$ cat src/rtl/adcc_pkg.sv
// Purpose: shared constants and types of the converter control block
// Assumes: 25 MHz mclk, registers one per 32-bit word
// Notes: data sits in the low byte of each word
package adcc_pkg;
  // ********************
  // register offsets
  // ********************
  localparam logic [7:0] OFF_CTRL_A = 8'h00;
  localparam logic [7:0] OFF_CTRL_B = 8'h04;
  localparam logic [7:0] OFF_RES_HI = 8'h08;
  localparam logic [7:0] OFF_RES_LO = 8'h0c;
  localparam logic [7:0] OFF_FLAG = 8'h10;
  localparam logic [7:0] OFF_IRQ_EN = 8'h14;
  localparam logic [7:0] OFF_IRQ_CTL = 8'h18;
  localparam logic [7:0] OFF_TRIG = 8'h1c;
  localparam logic [7:0] OFF_STATUS = 8'h20;
  // ********************
  // field positions
  // ********************
  localparam int A_ON_BIT = 0;
  localparam int A_GO_BIT = 1;
  localparam int A_CHAN_LSB = 2;
  localparam int B_NEG_BIT = 2;
  localparam int B_CLK_LSB = 4;
  localparam int B_FMT_BIT = 7;
  localparam int CTL_PERIPHERAL_IRQ_ENABLE_BIT = 6;
  localparam int CTL_GIE_BIT = 7;
  // ********************
  // reset values
  // ********************
  localparam logic [7:0] CTRL_A_RST = 8'h00;
  localparam logic [7:0] CTRL_B_RST = 8'h00;
  localparam logic [4:0] TRIG_RST = 5'h00;
  // ********************
  // codes and counts
  // ********************
  localparam logic [1:0] CLK_RC_LOW = 2'h3;
  localparam int RES_BITS = 10;
  localparam int TRIG_SRC_COUNT = 18;
  localparam logic [1:0] SAMPLE_HALVES = 2'h3;
  localparam logic [5:0] CH_PORT_B = 6'h08;
  localparam logic [5:0] CH_PORT_C = 6'h10;
  localparam logic [2:0] CH_PER_PORT = 3'h7;
  localparam logic [5:0] CH_AVSS = 6'h3c;
  localparam logic [5:0] CH_TEMP = 6'h3d;
  localparam logic [5:0] CH_DAC = 6'h3e;
  localparam logic [5:0] CH_FVR = 6'h3f;
  localparam int MCLK_MHZ = 25;
  localparam int INSTR_NS = 160;
  localparam logic [2:0] INSTR_CYCLES = 3'((INSTR_NS * MCLK_MHZ + 999) / 1000);
  // ********************
  // types
  // ********************
  typedef enum logic [1:0] {ST_IDLE, ST_DELAY, ST_SAMPLE, ST_CONVERT} adcc_state_e;
  typedef struct packed {
    logic [5:0] chanSel;
    logic chanLegal;
    logic [1:0] posRefSel;
    logic negRefSel;
    logic sampleHold;
    logic [9:0] dacCode;
    logic powered;
  } adcc_analog_s;
  typedef struct packed {
    logic ack;
    logic [7:0] rdData;
    logic [7:0] ctrlA;
    logic [7:0] ctrlB;
    logic doneFlag;
    logic irqEn;
    logic peripheral_irq_enable;
    logic global_irq_enable;
    logic [4:0] trigSel;
    logic [15:0] resPair;
    adcc_state_e state;
    logic [1:0] halfCnt;
    logic [2:0] dlyCnt;
    logic [3:0] bitIdx;
    logic phase;
    logic [9:0] trial;
    logic offInSleep;
    logic cmpS1;
    logic cmpS2;
    logic [17:0] trgS1;
    logic [17:0] trgS2;
    logic [17:0] trgS3;
  } adcc_main_s;
  typedef struct packed {
    logic rcS1;
    logic rcS2;
    logic rcSeen;
    logic [4:0] divCnt;
    logic halfTick;
  } adcc_tick_s;
endpackage

$ cat src/rtl/adcc_ctrl.sv
// Purpose: control of a 10-bit successive approximation converter
// Assumes: classic wishbone slave, analog mux and comparator outside
// Notes: one answer per access, ack on the edge after request
//   divided clocks stop in sleep, so only rc conversions survive it
//   the comparator is read through two flops, so /2 decides on a stale compare; /4 and slower see the new trial
module adcc_ctrl import adcc_pkg::*; (
  // clock and reset
  input wire logic mclk,
  input wire logic srst,
  // wishbone slave
  input wire logic cyc_i,
  input wire logic stb_i,
  input wire logic we_i,
  input wire logic [7:0] adr_i,
  input wire logic [3:0] sel_i,
  input wire logic [31:0] dat_i,
  output logic [31:0] dat_o,
  output logic ack_o,
  // core state
  input wire logic sleepMode,
  // analog side pins
  input wire logic compHigh,
  input wire logic rcClock,
  input wire logic [17:0] trigIn,
  // analog controls
  output adcc_analog_s analogCtl,
  // wake and vector requests
  output logic wakeRequest,
  output logic isrRequest,
  output logic conversionDone
);
  adcc_main_s s_r;
  adcc_main_s s_nxt;
  logic halfTick;
  logic rcSel;
  logic powered;
  logic busy;
  logic wbHit;
  logic wrNow;
  logic [7:0] wrByte;
  logic goStart;
  logic trigEdge;
  logic abortNow;
  logic [4:0] trigIdx;

  // ********************
  // helpers
  // ********************

  // legal channel codes: seven per port plus four internal inputs
  function automatic logic chanOk(input logic [5:0] ch);
    logic [2:0] low;
    low = ch[2:0];
    chanOk = 1'b0;
    if (ch[5:3] == 3'h0 && low < CH_PER_PORT) begin
      chanOk = 1'b1;
    end
    if (ch[5:3] == CH_PORT_B[5:3] && low < CH_PER_PORT) begin
      chanOk = 1'b1;
    end
    if (ch[5:3] == CH_PORT_C[5:3] && low < CH_PER_PORT) begin
      chanOk = 1'b1;
    end
    if (ch == CH_AVSS || ch == CH_TEMP) begin
      chanOk = 1'b1;
    end
    if (ch == CH_DAC || ch == CH_FVR) begin
      chanOk = 1'b1;
    end
  endfunction

  // channel field of control word a, shared by the mux and its legality check
  function automatic logic [5:0] chanOf(input logic [7:0] ctrl);
    chanOf = ctrl[A_CHAN_LSB +: 6];
  endfunction

  // place the raw result in the register pair
  function automatic logic [15:0] justify(input logic [9:0] raw,
                                          input logic leftFmt);
    if (leftFmt) begin
      justify = {raw, 6'h00};
    end else begin
      justify = {6'h00, raw};
    end
  endfunction

  // read mux; unmapped words answer zero
  function automatic logic [7:0] regRead(input logic [7:0] adr,
                                         input adcc_main_s s,
                                         input logic bz,
                                         input logic pw);
    case (adr)
      OFF_CTRL_A: regRead = s.ctrlA;
      OFF_CTRL_B: regRead = s.ctrlB;
      OFF_RES_HI: regRead = s.resPair[15:8];
      OFF_RES_LO: regRead = s.resPair[7:0];
      OFF_FLAG: regRead = {7'h00, s.doneFlag};
      OFF_IRQ_EN: regRead = {7'h00, s.irqEn};
      OFF_IRQ_CTL: regRead = {s.global_irq_enable, s.peripheral_irq_enable, 6'h00};
      OFF_TRIG: regRead = {3'h0, s.trigSel};
      OFF_STATUS: regRead = {5'h00, s.offInSleep, pw, bz};
      default: regRead = 8'h00;
    endcase
  endfunction

  // ********************
  // conversion clock
  // ********************

  // only runs once the sample phase begins
  // holding it in the rc delay keeps the full 1.5 periods of sampling
  adcc_tick_gen u_tick (
    .mclk(mclk),
    .srst(srst),
    .run(busy && s_r.state != ST_DELAY),
    .clkSel(s_r.ctrlB[B_CLK_LSB +: 3]),
    .rcClock(rcClock),
    .halfTick(halfTick)
  );

  // ********************
  // decode
  // ********************

  // shorthand terms for the next-state logic
  always_comb begin
    rcSel = s_r.ctrlB[B_CLK_LSB +: 2] == CLK_RC_LOW;
    powered = s_r.ctrlA[A_ON_BIT] && !s_r.offInSleep;
    busy = s_r.state != ST_IDLE;
    wbHit = cyc_i && stb_i;
    wrNow = wbHit && s_r.ack && we_i && sel_i[0]; // write lands on the ack edge
    wrByte = dat_i[7:0];
    trigIdx = s_r.trigSel - 5'h01;
  end

  // start and abort causes
  always_comb begin
    goStart = 1'b0;
    if (wrNow && adr_i == OFF_CTRL_A && wrByte[A_GO_BIT]) begin
      // the same write may not also switch the converter on
      goStart = s_r.ctrlA[A_ON_BIT] && wrByte[A_ON_BIT] && powered;
    end
    trigEdge = 1'b0;
    // reserved codes above the source count never fire
    if (s_r.trigSel != TRIG_RST && s_r.trigSel <= 5'(TRIG_SRC_COUNT)) begin
      trigEdge = s_r.trgS2[trigIdx] && !s_r.trgS3[trigIdx];
    end
    trigEdge = trigEdge && !sleepMode && powered;
    abortNow = 1'b0;
    if (busy && wrNow && adr_i == OFF_CTRL_A) begin
      // clearing go or on drops the conversion
      abortNow = !wrByte[A_GO_BIT] || !wrByte[A_ON_BIT];
    end
  end

  // ********************
  // next state
  // ********************

  // bus, registers and sequencer in one pass; hardware sets come last
  always_comb begin
    s_nxt = s_r;
    // input synchronisers
    s_nxt.cmpS1 = compHigh;
    s_nxt.cmpS2 = s_r.cmpS1;
    s_nxt.trgS1 = trigIn;
    s_nxt.trgS2 = s_r.trgS1;
    s_nxt.trgS3 = s_r.trgS2;
    // bus answer, registered read data
    s_nxt.ack = wbHit && !s_r.ack;
    if (wbHit && !s_r.ack) begin
      s_nxt.rdData = regRead(adr_i, s_r, busy, powered);
    end
    // software writes
    // applied before the sequencer so a completion beats a flag clear
    if (wrNow) begin
      case (adr_i)
        OFF_CTRL_A: begin
          s_nxt.ctrlA = wrByte; // channel select
          s_nxt.ctrlA[A_GO_BIT] = busy ? wrByte[A_GO_BIT] : goStart;
        end
        OFF_CTRL_B: begin
          s_nxt.ctrlB[1:0] = wrByte[1:0]; // positive reference
          s_nxt.ctrlB[B_NEG_BIT] = wrByte[B_NEG_BIT];
          s_nxt.ctrlB[3] = 1'b0; // unused, reads zero
          s_nxt.ctrlB[B_CLK_LSB +: 3] = wrByte[B_CLK_LSB +: 3];
          s_nxt.ctrlB[B_FMT_BIT] = wrByte[B_FMT_BIT];
        end
        OFF_FLAG: s_nxt.doneFlag = wrByte[0]; // only path that clears
        OFF_IRQ_EN: s_nxt.irqEn = wrByte[0];
        OFF_IRQ_CTL: begin
          s_nxt.global_irq_enable = wrByte[CTL_GIE_BIT];
          s_nxt.peripheral_irq_enable = wrByte[CTL_PERIPHERAL_IRQ_ENABLE_BIT];
        end
        OFF_TRIG: s_nxt.trigSel = wrByte[4:0];
        default: begin
        end
      endcase
    end
    // leaving sleep powers the converter back up
    if (!sleepMode) begin
      s_nxt.offInSleep = 1'b0;
    end
    // sequencer
    // starts are taken only from idle; a request while busy is dropped
    case (s_r.state)
      ST_IDLE: begin
        if (goStart || trigEdge) begin
          s_nxt.ctrlA[A_GO_BIT] = 1'b1;
          s_nxt.dlyCnt = 3'h0;
          s_nxt.halfCnt = 2'h0;
          // rc clock waits one instruction so sleep can be entered
          s_nxt.state = rcSel ? ST_DELAY : ST_SAMPLE;
        end
      end
      ST_DELAY: begin
        // one instruction worth of mclk cycles
        s_nxt.dlyCnt = s_r.dlyCnt + 3'h1;
        if (s_r.dlyCnt == INSTR_CYCLES - 3'h1) begin
          s_nxt.state = ST_SAMPLE;
        end
      end
      ST_SAMPLE: begin
        // first 1.5 bit periods hold the sample
        if (halfTick) begin
          s_nxt.halfCnt = s_r.halfCnt + 2'h1;
          if (s_r.halfCnt == SAMPLE_HALVES - 2'h1) begin
            s_nxt.state = ST_CONVERT;
            s_nxt.bitIdx = 4'(RES_BITS - 1);
            s_nxt.trial = 10'h200;
            s_nxt.phase = 1'b0;
          end
        end
      end
      ST_CONVERT: begin
        // one bit per period: trial on the first half, decide on the second
        if (halfTick) begin
          s_nxt.phase = !s_r.phase;
          if (s_r.phase) begin
            if (!s_r.cmpS2) begin
              s_nxt.trial[s_r.bitIdx] = 1'b0;
            end
            if (s_r.bitIdx == 4'h0) begin
              s_nxt.state = ST_IDLE;
              s_nxt.ctrlA[A_GO_BIT] = 1'b0;
              s_nxt.doneFlag = 1'b1; // set wins over clear
              s_nxt.resPair = justify(s_nxt.trial, s_r.ctrlB[B_FMT_BIT]);
              if (sleepMode && !s_r.irqEn) begin
                s_nxt.offInSleep = 1'b1; // on bit stays set
              end
            end else begin
              s_nxt.bitIdx = s_r.bitIdx - 4'h1;
              s_nxt.trial[s_r.bitIdx - 4'h1] = 1'b1;
            end
          end
        end
      end
      default: begin
        s_nxt.state = ST_IDLE;
      end
    endcase
    // divided clock stops in sleep: abandon and power down
    // left running, the conversion would wait forever on a stopped clock
    if (busy && sleepMode && !rcSel) begin
      s_nxt.state = ST_IDLE;
      s_nxt.ctrlA[A_GO_BIT] = 1'b0;
      s_nxt.offInSleep = 1'b1;
    end
    if (abortNow) begin
      s_nxt.state = ST_IDLE;
      s_nxt.ctrlA[A_GO_BIT] = 1'b0;
    end
  end

  // ********************
  // state register
  // ********************

  // reset drops control fields and any conversion in flight
  always_ff @(posedge mclk) begin
    if (srst) begin
      s_r <= '0;
      s_r.ctrlA <= CTRL_A_RST;
      s_r.ctrlB <= CTRL_B_RST;
      s_r.trigSel <= TRIG_RST;
      s_r.state <= ST_IDLE;
    end else begin
      s_r <= s_nxt;
    end
  end

  // ********************
  // outputs
  // ********************

  // bus answer
  assign dat_o = {24'h000000, s_r.rdData};
  assign ack_o = s_r.ack;

  // analog controls straight from registers
  always_comb begin
    analogCtl.chanSel = chanOf(s_r.ctrlA);
    analogCtl.chanLegal = chanOk(chanOf(s_r.ctrlA));
    analogCtl.posRefSel = s_r.ctrlB[1:0];
    analogCtl.negRefSel = s_r.ctrlB[B_NEG_BIT];
    analogCtl.sampleHold = s_r.state == ST_SAMPLE;
    analogCtl.dacCode = s_r.trial;
    analogCtl.powered = powered;
  end

  // completion in sleep wakes the core once the converter and peripheral
  // enables are set; the vector also needs the global enable
  assign wakeRequest = sleepMode && s_r.doneFlag && s_r.irqEn && s_r.peripheral_irq_enable;
  assign isrRequest = s_r.doneFlag && s_r.irqEn && s_r.peripheral_irq_enable && s_r.global_irq_enable;
  assign conversionDone = s_r.doneFlag;
endmodule

$ cat src/rtl/adcc_tick_gen.sv
// Purpose: half bit-period strobe from divided mclk or the rc clock
// Assumes: rcClock is asynchronous to mclk
// Notes: divider restarts whenever run drops
module adcc_tick_gen import adcc_pkg::*; (
  // clock and reset
  input wire logic mclk,
  input wire logic srst,
  // control
  input wire logic run,
  input wire logic [2:0] clkSel,
  input wire logic rcClock,
  // strobe
  output logic halfTick
);
  adcc_tick_s s_r;
  adcc_tick_s s_nxt;

  // half-period length minus one for each divider code
  function automatic logic [4:0] halfLimit(input logic [2:0] sel);
    case (sel)
      3'h4: halfLimit = 5'h01;
      3'h1: halfLimit = 5'h03;
      3'h5: halfLimit = 5'h07;
      3'h2: halfLimit = 5'h0f;
      3'h6: halfLimit = 5'h1f;
      default: halfLimit = 5'h00;
    endcase
  endfunction

  // both rc edges count, one edge is half a bit period
  always_comb begin
    s_nxt = s_r;
    s_nxt.rcS1 = rcClock;
    s_nxt.rcS2 = s_r.rcS1;
    s_nxt.rcSeen = s_r.rcS2;
    s_nxt.halfTick = 1'b0;
    if (!run) begin
      s_nxt.divCnt = 5'h00;
    end else if (clkSel[1:0] == CLK_RC_LOW) begin
      s_nxt.halfTick = s_r.rcS2 ^ s_r.rcSeen;
    end else if (s_r.divCnt == halfLimit(clkSel)) begin
      s_nxt.divCnt = 5'h00; // follows mclk rate
      s_nxt.halfTick = 1'b1;
    end else begin
      s_nxt.divCnt = s_r.divCnt + 5'h01;
    end
  end

  // state register
  always_ff @(posedge mclk) begin
    if (srst) begin
      s_r <= '0;
    end else begin
      s_r <= s_nxt;
    end
  end

  assign halfTick = s_r.halfTick;
endmodule
$ cat config.mk
export PLATFORM = sky130hd
export DESIGN_NAME = adcc_ctrl
export DESIGN_NICKNAME = d
export VERILOG_FILES = /design/src/rtl/adcc_pkg.sv /design/src/rtl/adcc_ctrl.sv /design/src/rtl/adcc_tick_gen.sv
export SDC_FILE = /design/constraint.sdc
export NUM_CORES = 1
export LEC_CHECK = 0
export CAP_MARGIN = 25
export CORE_UTILIZATION = 55
export DETAILED_ROUTE_END_ITERATION = 8
export DONT_BUFFER_PORTS = 1
export PLACE_DENSITY_LB_ADDON = 0.2
export SLEW_MARGIN = 20
export SYNTH_ARGS = -nofsm -noshare
export SYNTH_HDL_FRONTEND = slang
export SYNTH_HIERARCHICAL = 1
export SYNTH_SLANG_ARGS = --single-unit
$ cat constraint.sdc
create_clock -name mclk -period 7.8 [get_ports mclk]
set_input_delay 0 -clock mclk [delete_from_list [all_inputs] [get_ports mclk]]
set_output_delay 0 -clock mclk [all_outputs]
set_load 0.05 [all_outputs]
==> reports/qor.yml, run 1 <==
outcome:
  status: "finished with violations"
  violations: "negative hold slack"
timing:
  finalMaxSlewViolations: 0
  fin_skew_ns: 0.00759
  fmax_mhz: 292
  setup_viol: 0
  worstMarginPinSlew_ns: 1.04
  relSlewSlack_pct: 30.3
  finalCritPeriodShare_pct: 43.9
  hold_violations: 2
  tns_ns: 0
  rsz0062_at_grt: "no"
  fin_hold_ws_ns: -0.00360
  period_minus_slack_ns: 3.43
clock_network:
  cts.sinks: 137
  htree_levels: 4
  tritoncts: "yes"
  numCtsBuffers: 17
  cts_root_buf: "clkbuf_16"
  clk_pin_slew_ns: 0.06
  clock_path_buffers: 2
  clock_latency_ns: 0.42
power_and_ir_drop:
  leakage_nw: 2.52
  vdd_drop_max_mv: 0.176
  swShare_pct: 24.6
  p_clk_share_pct: 49.0
  seqPwrFrac_pct: 42.9
  power_switching_uw: 430
  internal_power_mw: 1.32
  powerDensity_nw_per_um2: 245
  power_frac_comb_pct: 8.0
yosys:
  synth.largest_area_cell: "dfxtp_1"
  synth-main-ff-cell: "dfxtp_1"
  synth_top_area_share_pct: 42.7
  synth-seq-cells: 137
  syn_area_um2: 6420
  synthArstFlopShare_pct: 0
  synthTopCellsByArea: "dfxtp_1 (43%), buf_4 (6.2%), nor2b_1 (6.0%)"
  syn_area_per_cell_um2: 8.50
  synth_edf_count: 0
  synthDistinctLibCells: 66
  yosys_warnings: 6
  synth_cells: 755
  synth_seq_area_share_pct: 42.7
die:
  die_y_um: 110
  dieWidth_um: 110
  fp.coreArea_um2: 11400
  initial_core_util_pct: 56.4
  die-area_um2: 12100
  io_pins: 128
  rows: 39
worst_setup_path:
  crit_arrival_ns: 3.76
  r2r_cells: 9
  worst_ep_required_time_ns: 8.13
  crit_type: "flip-flop to flip-flop"
  startpoint_type: "flip-flop"
  endpoint_kind: "flip-flop"
  cp_max_fo: 16
place:
  port_buffers: 0
  hpwl_mm: 9.54
  dp_cells: 830
  gp_congestion: 0.966
min_path:
  holdPathStages: 2
  hold_path.class: "input pin to flip-flop"
final_layout:
  nNetsFinal: 827
  layout-drive-gt1-share_pct: 6.50
  syn2layout_area_growth_pct: 11.0
  diodes: 0
  nFillCells: 979
  final_cells: 897
global_route:
  grt-ovfl-total: 0
  grt_start_max_net_pins: 131
  grtUsageTotal_pct: 24.7
  grt_first_pass_wirelength_mm: 22.5
  antenna_found_initial: 0
  grt_pass1_vias: 4499
detailed_routing:
  wl_per_cell_um: 15.9
  vias: 5138
  drt-pass1-iter-count: 5
  ant_nets: 0
  drcViolationCount: 0
  drt_iter0_markers: 410
  totalWireLength_mm: 14.3
  via_per_inst: 5.73
job:
  cap_violations: 0
==> synth_stat cells (all sizes together) (3+ instances only) <==
cell type and instances:
xor2 5, xnor2 4, buf 60, a221oi 8, and3 3, a222oi 3
o31ai 5, mux2i 6, inv 29, nor4b 3, nand2b 7, dfxtp 137
nand3b 6, nand4 7, nor2 83, clkbuf 32, a22oi 8, ha 16
nand2 58, o31a 4, o21ai 12, nand3 42, o21a 3, a21oi 72
a211oi 13, a31oi 12, nor3b 7, a311oi 7, nor3 9, nor2b 64
==> area by class of cell <==
class / count / area [µm²] / area share (%)
clock buffer: 20 / 447 / 6.27
clock inverter: 12 / 189 / 2.65
timing repair buffer: 36 / 375 / 5.27
tap: 143 / 179 / 2.51
sequential: 137 / 2740 / 38.5
multi-input combinational: 520 / 3080 / 43.3
inverter: 29 / 109 / 1.53
==> final timing paths <==
kind | startpoint | end | slack, ns
worst max-delay path | s_r[95] | s_r[77] | 4.37
worst min-delay path | srst | u_tick/s_r[6] | -0.004
worst max register to register | s_r[95] | s_r[77] | 4.37
worst min register to register | s_nxt[18] | s_nxt[0] | 0.43
==> registers in the layout, indices dropped and copies added, names as in the netlist, 2 cells and up <==
| register | cells |
|---|---|
| analogCtl | 19 |
| dat_o | 8 |
| s_nxt | 37 |
| s_r | 62 |
| u_tick/s_nxt | 2 |
| u_tick/s_r | 6 |
==> power groups by stage <==
stage / sequential [mW] / combinational [mW] / clock [mW]
floorplan: 0.745 / 0.137 / 0
global placement: 0.765 / 0.111 / 0
detailed placement: 0.765 / 0.114 / 0
CTS: 0.750 / 0.140 / 0.870
global route: 0.753 / 0.155 / 0.904
finish: 0.750 / 0.140 / 0.857
==> metrics by stage <==
stage	setup slack, ns	hold WS [ns]	power (mW)	cell area (µm²)	utilization (%)
floorplan	5.30	0.0716	0.881	6500	-
global placement	4.50	0.0805	0.876	6120	53.8
detailed placement	4.41	0.0810	0.879	6120	53.8
CTS	4.38	0.0107	1.76	7120	62.6
global route	4.18	0.0453	1.81	7120	62.6
finish	4.37	-0.00360	1.75	7120	62.6
==> cells in the final DEF (no fill, tap or decap), drive strengths merged, types with 6 or more instances in the layout <==
| cell | netlist | routed |
|---|---|---|
| nor2b | 64 | 64 |
| dfxtp | 137 | 137 |
| a311oi | 7 | 7 |
| nor3b | 7 | 7 |
| ha | 16 | 16 |
| inv | 29 | 33 |
| a211oi | 13 | 13 |
| conb | 1 | 24 |
| nand4 | 7 | 7 |
| nand2b | 7 | 7 |
| a221oi | 8 | 8 |
| a21oi | 72 | 72 |
| nand2 | 58 | 58 |
| a31oi | 12 | 12 |
| mux2i | 6 | 6 |
| o21ai | 12 | 12 |
| dlygate4sd3 | 0 | 34 |
| clkbuf | 32 | 20 |
| nor2 | 83 | 83 |
| nor3 | 9 | 9 |
| nand3 | 42 | 42 |
| nand3b | 6 | 6 |
| a22oi | 8 | 8 |
==> critical path, stage by stage (launching register included) <==
cell and delay [ns]:
dfxtp_1 0.73, inv_1 0.26, ha_1 0.69, nor4bb_1 0.35, a31oi_1 0.07, nand4_1 0.15, a31oi_1 0.21, o31ai_4 0.50
a21oi_1 0.13, a311oi_1 0.24
==> repair_timing <==
| action | in CTS | in global routing |
|---|---|---|
| setup buffers | 0 | 0 |
| gates resized for setup | 0 | 0 |
| hold buffers | 35 | 0 |
| endpoints found under the hold margin | 137 | 0 |
==> routing by layer <==
metal | vias up | track usage (%) | wire (µm)
met5 | - | 0 | 0
met4 | 0 | 12.8 | 414
met3 | 33 | 7.11 | 1050
met2 | 213 | 36.8 | 6360
met1 | 2378 | 32.5 | 6450
li1 | 2514 | - | -
==> cell families after synthesis <==
kind of cell	Yosys count	share of synthesized area, %
xor+xnor	9	1.23
simple gates	300	24.0
flops	137	42.7
buf+inv	121	10.6
fa+ha+maj	16	3.12
mux	6	0.936
other cells	1	0.0584
compound gates	165	17.4
Note: power is estimated with default switching activity, not from simulation.
==> run 2: changes to the inputs <==
- clock period: 7.8 -> 3 ns (I/O delays scaled with it)
==> reports/qor.yml, run 2 (synthesis results as in run 1) <==
power_and_ir_drop:
  swShare_pct: 26.0  # +1.4 points
  seqPwrFrac_pct: 45.4  # +2.5 points
  power_switching_mw: 1.12  # +160%
  leakage_nw: 2.54  # +1.1%
  power_frac_comb_pct: 8.8  # +0.8 points
  p_clk_share_pct: 45.9  # -3.1 points
  powerDensity_nw_per_um2: 600  # +140%
  vdd_drop_max_mv: 0.525  # +200%
  internal_power_mw: 3.18  # +140%
die:
  die_y_um: 110  # unchanged
  initial_core_util_pct: 56.4  # unchanged
  rows: 39  # unchanged
  fp.coreArea_um2: 11400  # unchanged
  io_pins: 128  # unchanged
  dieWidth_um: 110  # unchanged
  die-area_um2: 12100  # unchanged
timing:
  layout_setup_ws_ns: 0.359  # -4.01 ns
  fin_skew_ns: 0.00645  # -0.00113 ns
  rsz0062_at_grt: "no"
  relSlewSlack_pct: 36.5  # +6.2 points
  hold_violations: 3  # +1
  setup_viol: 0  # unchanged
  fmax_mhz: 379  # +30%
  worstMarginPinSlew_ns: 0.946  # -0.0962 ns
  finalCritPeriodShare_pct: 88.0  # +44 points
  tns_ns: 0  # unchanged
  finalMaxSlewViolations: 0  # unchanged
  fin_hold_ws_ns: -0.00807  # -0.00447 ns
  period_minus_slack_ns: 2.64  # -0.785 ns
place:
  dp_cells: 838  # +0.96%
  port_buffers: 0  # unchanged
  dp_slack_ns: 0.244  # -4.17 ns
  gp_congestion: 0.904  # -6.4%
  hpwl_mm: 9.76  # +2.3%
detailed_routing:
  wl_per_cell_um: 16.0  # +0.39%
  drt-pass1-iter-count: 5  # unchanged
  vias: 5120  # -0.35%
  drcViolationCount: 0  # unchanged
  via_per_inst: 5.63  # -1.7%
  ant_nets: 0  # unchanged
  drt_iter0_markers: 401  # -2.2%
  totalWireLength_mm: 14.5  # +1.7%
final_layout:
  layout-drive-gt1-share_pct: 7.57  # +1.1 points
  nFillCells: 1003  # +2.5%
  nNetsFinal: 839  # +1.5%
  final_cells: 909  # +1.3%
  layout_commonest_cell: "dfxtp_1"
  largest_reg_flops: 62  # unchanged
  layout_common_cells: "dfxtp_1 (137), nor2_1 (82), a21oi_1 (71), nor2b_1 (62), nand2_1 (57)"
  diodes: 0  # unchanged
  largest-register: "s_r"
  syn2layout_area_growth_pct: 11.5
min_path:
  hold_path.class: "input pin to flip-flop"
  hold_start: "srst"
  min_to: "s_r[56]"
  holdPathStages: 2  # unchanged
worst_setup_path:
  timing.rr.start: "s_r[96]"
  cp_cell_sequence: "inv_1, ha_2, nor4bb_1, a31oi_1, nand4_1, a31oi_1, o31ai_4, a21oi_1, a311oi_1"
  endpoint_kind: "flip-flop"
  cp_max_fo: 15  # -1
  crit_slowest_cell: "ha_2"
  worst_r2r_endpoint: "s_r[77]"
  crit_arrival_ns: 2.97  # -0.79 ns
  crit_top_cell: "a31oi_1"
  path_buf_inv: 1  # unchanged
  worst_ep_required_time_ns: 3.33  # -4.80 ns
  slowest_delay_ns: 0.50  # -0.23 ns
  cp_top_family: "compound AO/OA/AOI/OAI gates"
  startpoint_type: "flip-flop"
  crit_start: "s_r[96]"
  r2r_slack_ns: 0.36  # -4.01 ns
  r2r_cells: 9  # unchanged
  crit_type: "flip-flop to flip-flop"
clock_network:
  htree_levels: 4  # unchanged
  tritoncts: "yes"
  clock_latency_ns: 0.42  # about the same
  clock_path_buffers: 2  # unchanged
  cts.sinks: 137  # unchanged
  numCtsBuffers: 17  # unchanged
  clk_pin_slew_ns: 0.06  # about the same
  cts_root_buf: "clkbuf_16"
global_route:
  grt_start_max_net_pins: 131  # unchanged
  antenna_found_initial: 0  # unchanged
  grt-ovfl-total: 0  # unchanged
  grtUsageTotal_pct: 25.4  # +0.69 points
  grt_pass1_vias: 4601  # +2.3%
  grt_first_pass_wirelength_mm: 23.0  # +2.3%
outcome:
  status: "finished with violations"
  violations: "negative hold slack"
job:
  cap_violations: 0  # unchanged
run 2: cell count changes in the layout (fill, tap and decap cells not counted), sizes merged:
cell	change
buf	+8
bufinv	-3
inv	-1
clkinv	+3
clkinvlp	+1
dlygate4sd3	+4
run 2: cell type report:
cell class	instances	area [µm²]	share of cell area [%]
tap	143	179	2.50
multi-input combinational	520	3080	43.1
sequential	137	2740	38.3
clock inverter	12	118	1.64
inverter	29	109	1.52
clock buffer	20	447	6.24
timing repair buffer	48	475	6.65
run 2: worst max path at each step:
| stage | endpoint | cells past startpoint |
|---|---|---|
| after floorplan | s_r[76] | 10 |
| after global placement | s_r[76] | 9 |
| after detailed placement | s_r[77] | 9 |
| after CTS | s_r[77] | 9 |
| after global routing | s_r[75] | 9 |
| final | s_r[77] | 9 |
run 2: worst register-to-register path, stage by stage, from the launching register on:
cell,delay (ns)
dfxtp_1,0.42
inv_1,0.11
ha_2,0.50
nor4bb_1,0.31
a31oi_1,0.07
nand4_1,0.11
a31oi_1,0.20
o31ai_4,0.47
a21oi_1,0.13
a311oi_1,0.25
run 2: power by group through the flow:
stage	Sequential (mW)	Clock [mW]	Combinational [mW]
CTS	1.95	2.00	0.374
finish	1.95	1.97	0.376
global placement	1.99	0	0.297
detailed placement	1.99	0	0.303
global route	1.96	2.09	0.414
floorplan	1.94	0	0.355
run 2: layer usage:
metal / wire length, µm / global-route usage, %
met4: 343 / 11.1
met1: 6530 / 33.3
met2: 6610 / 39.0
met3: 1040 / 7.23
met5: 0 / 0
run 2: metrics by stage:
step / instance area (µm²) / total power [mW] / util (%) / hold WS [ns]
floorplan: 6500 / 2.29 / - / 0.0716
global placement: 6180 / 2.28 / 54.4 / 0.0817
detailed placement: 6180 / 2.29 / 54.4 / 0.0799
CTS: 7150 / 4.32 / 62.9 / 0.0145
global route: 7150 / 4.46 / 62.9 / 0.0431
finish: 7150 / 4.29 / 62.9 / -0.00807
run 2: timing repair:
action | in CTS | in global routing
setup endpoints to repair | 0 | 4
setup buffers | 0 | 0
hold endpoints to repair | 137 | 0
hold buffers | 39 | 0
gates resized for setup | 0 | 1
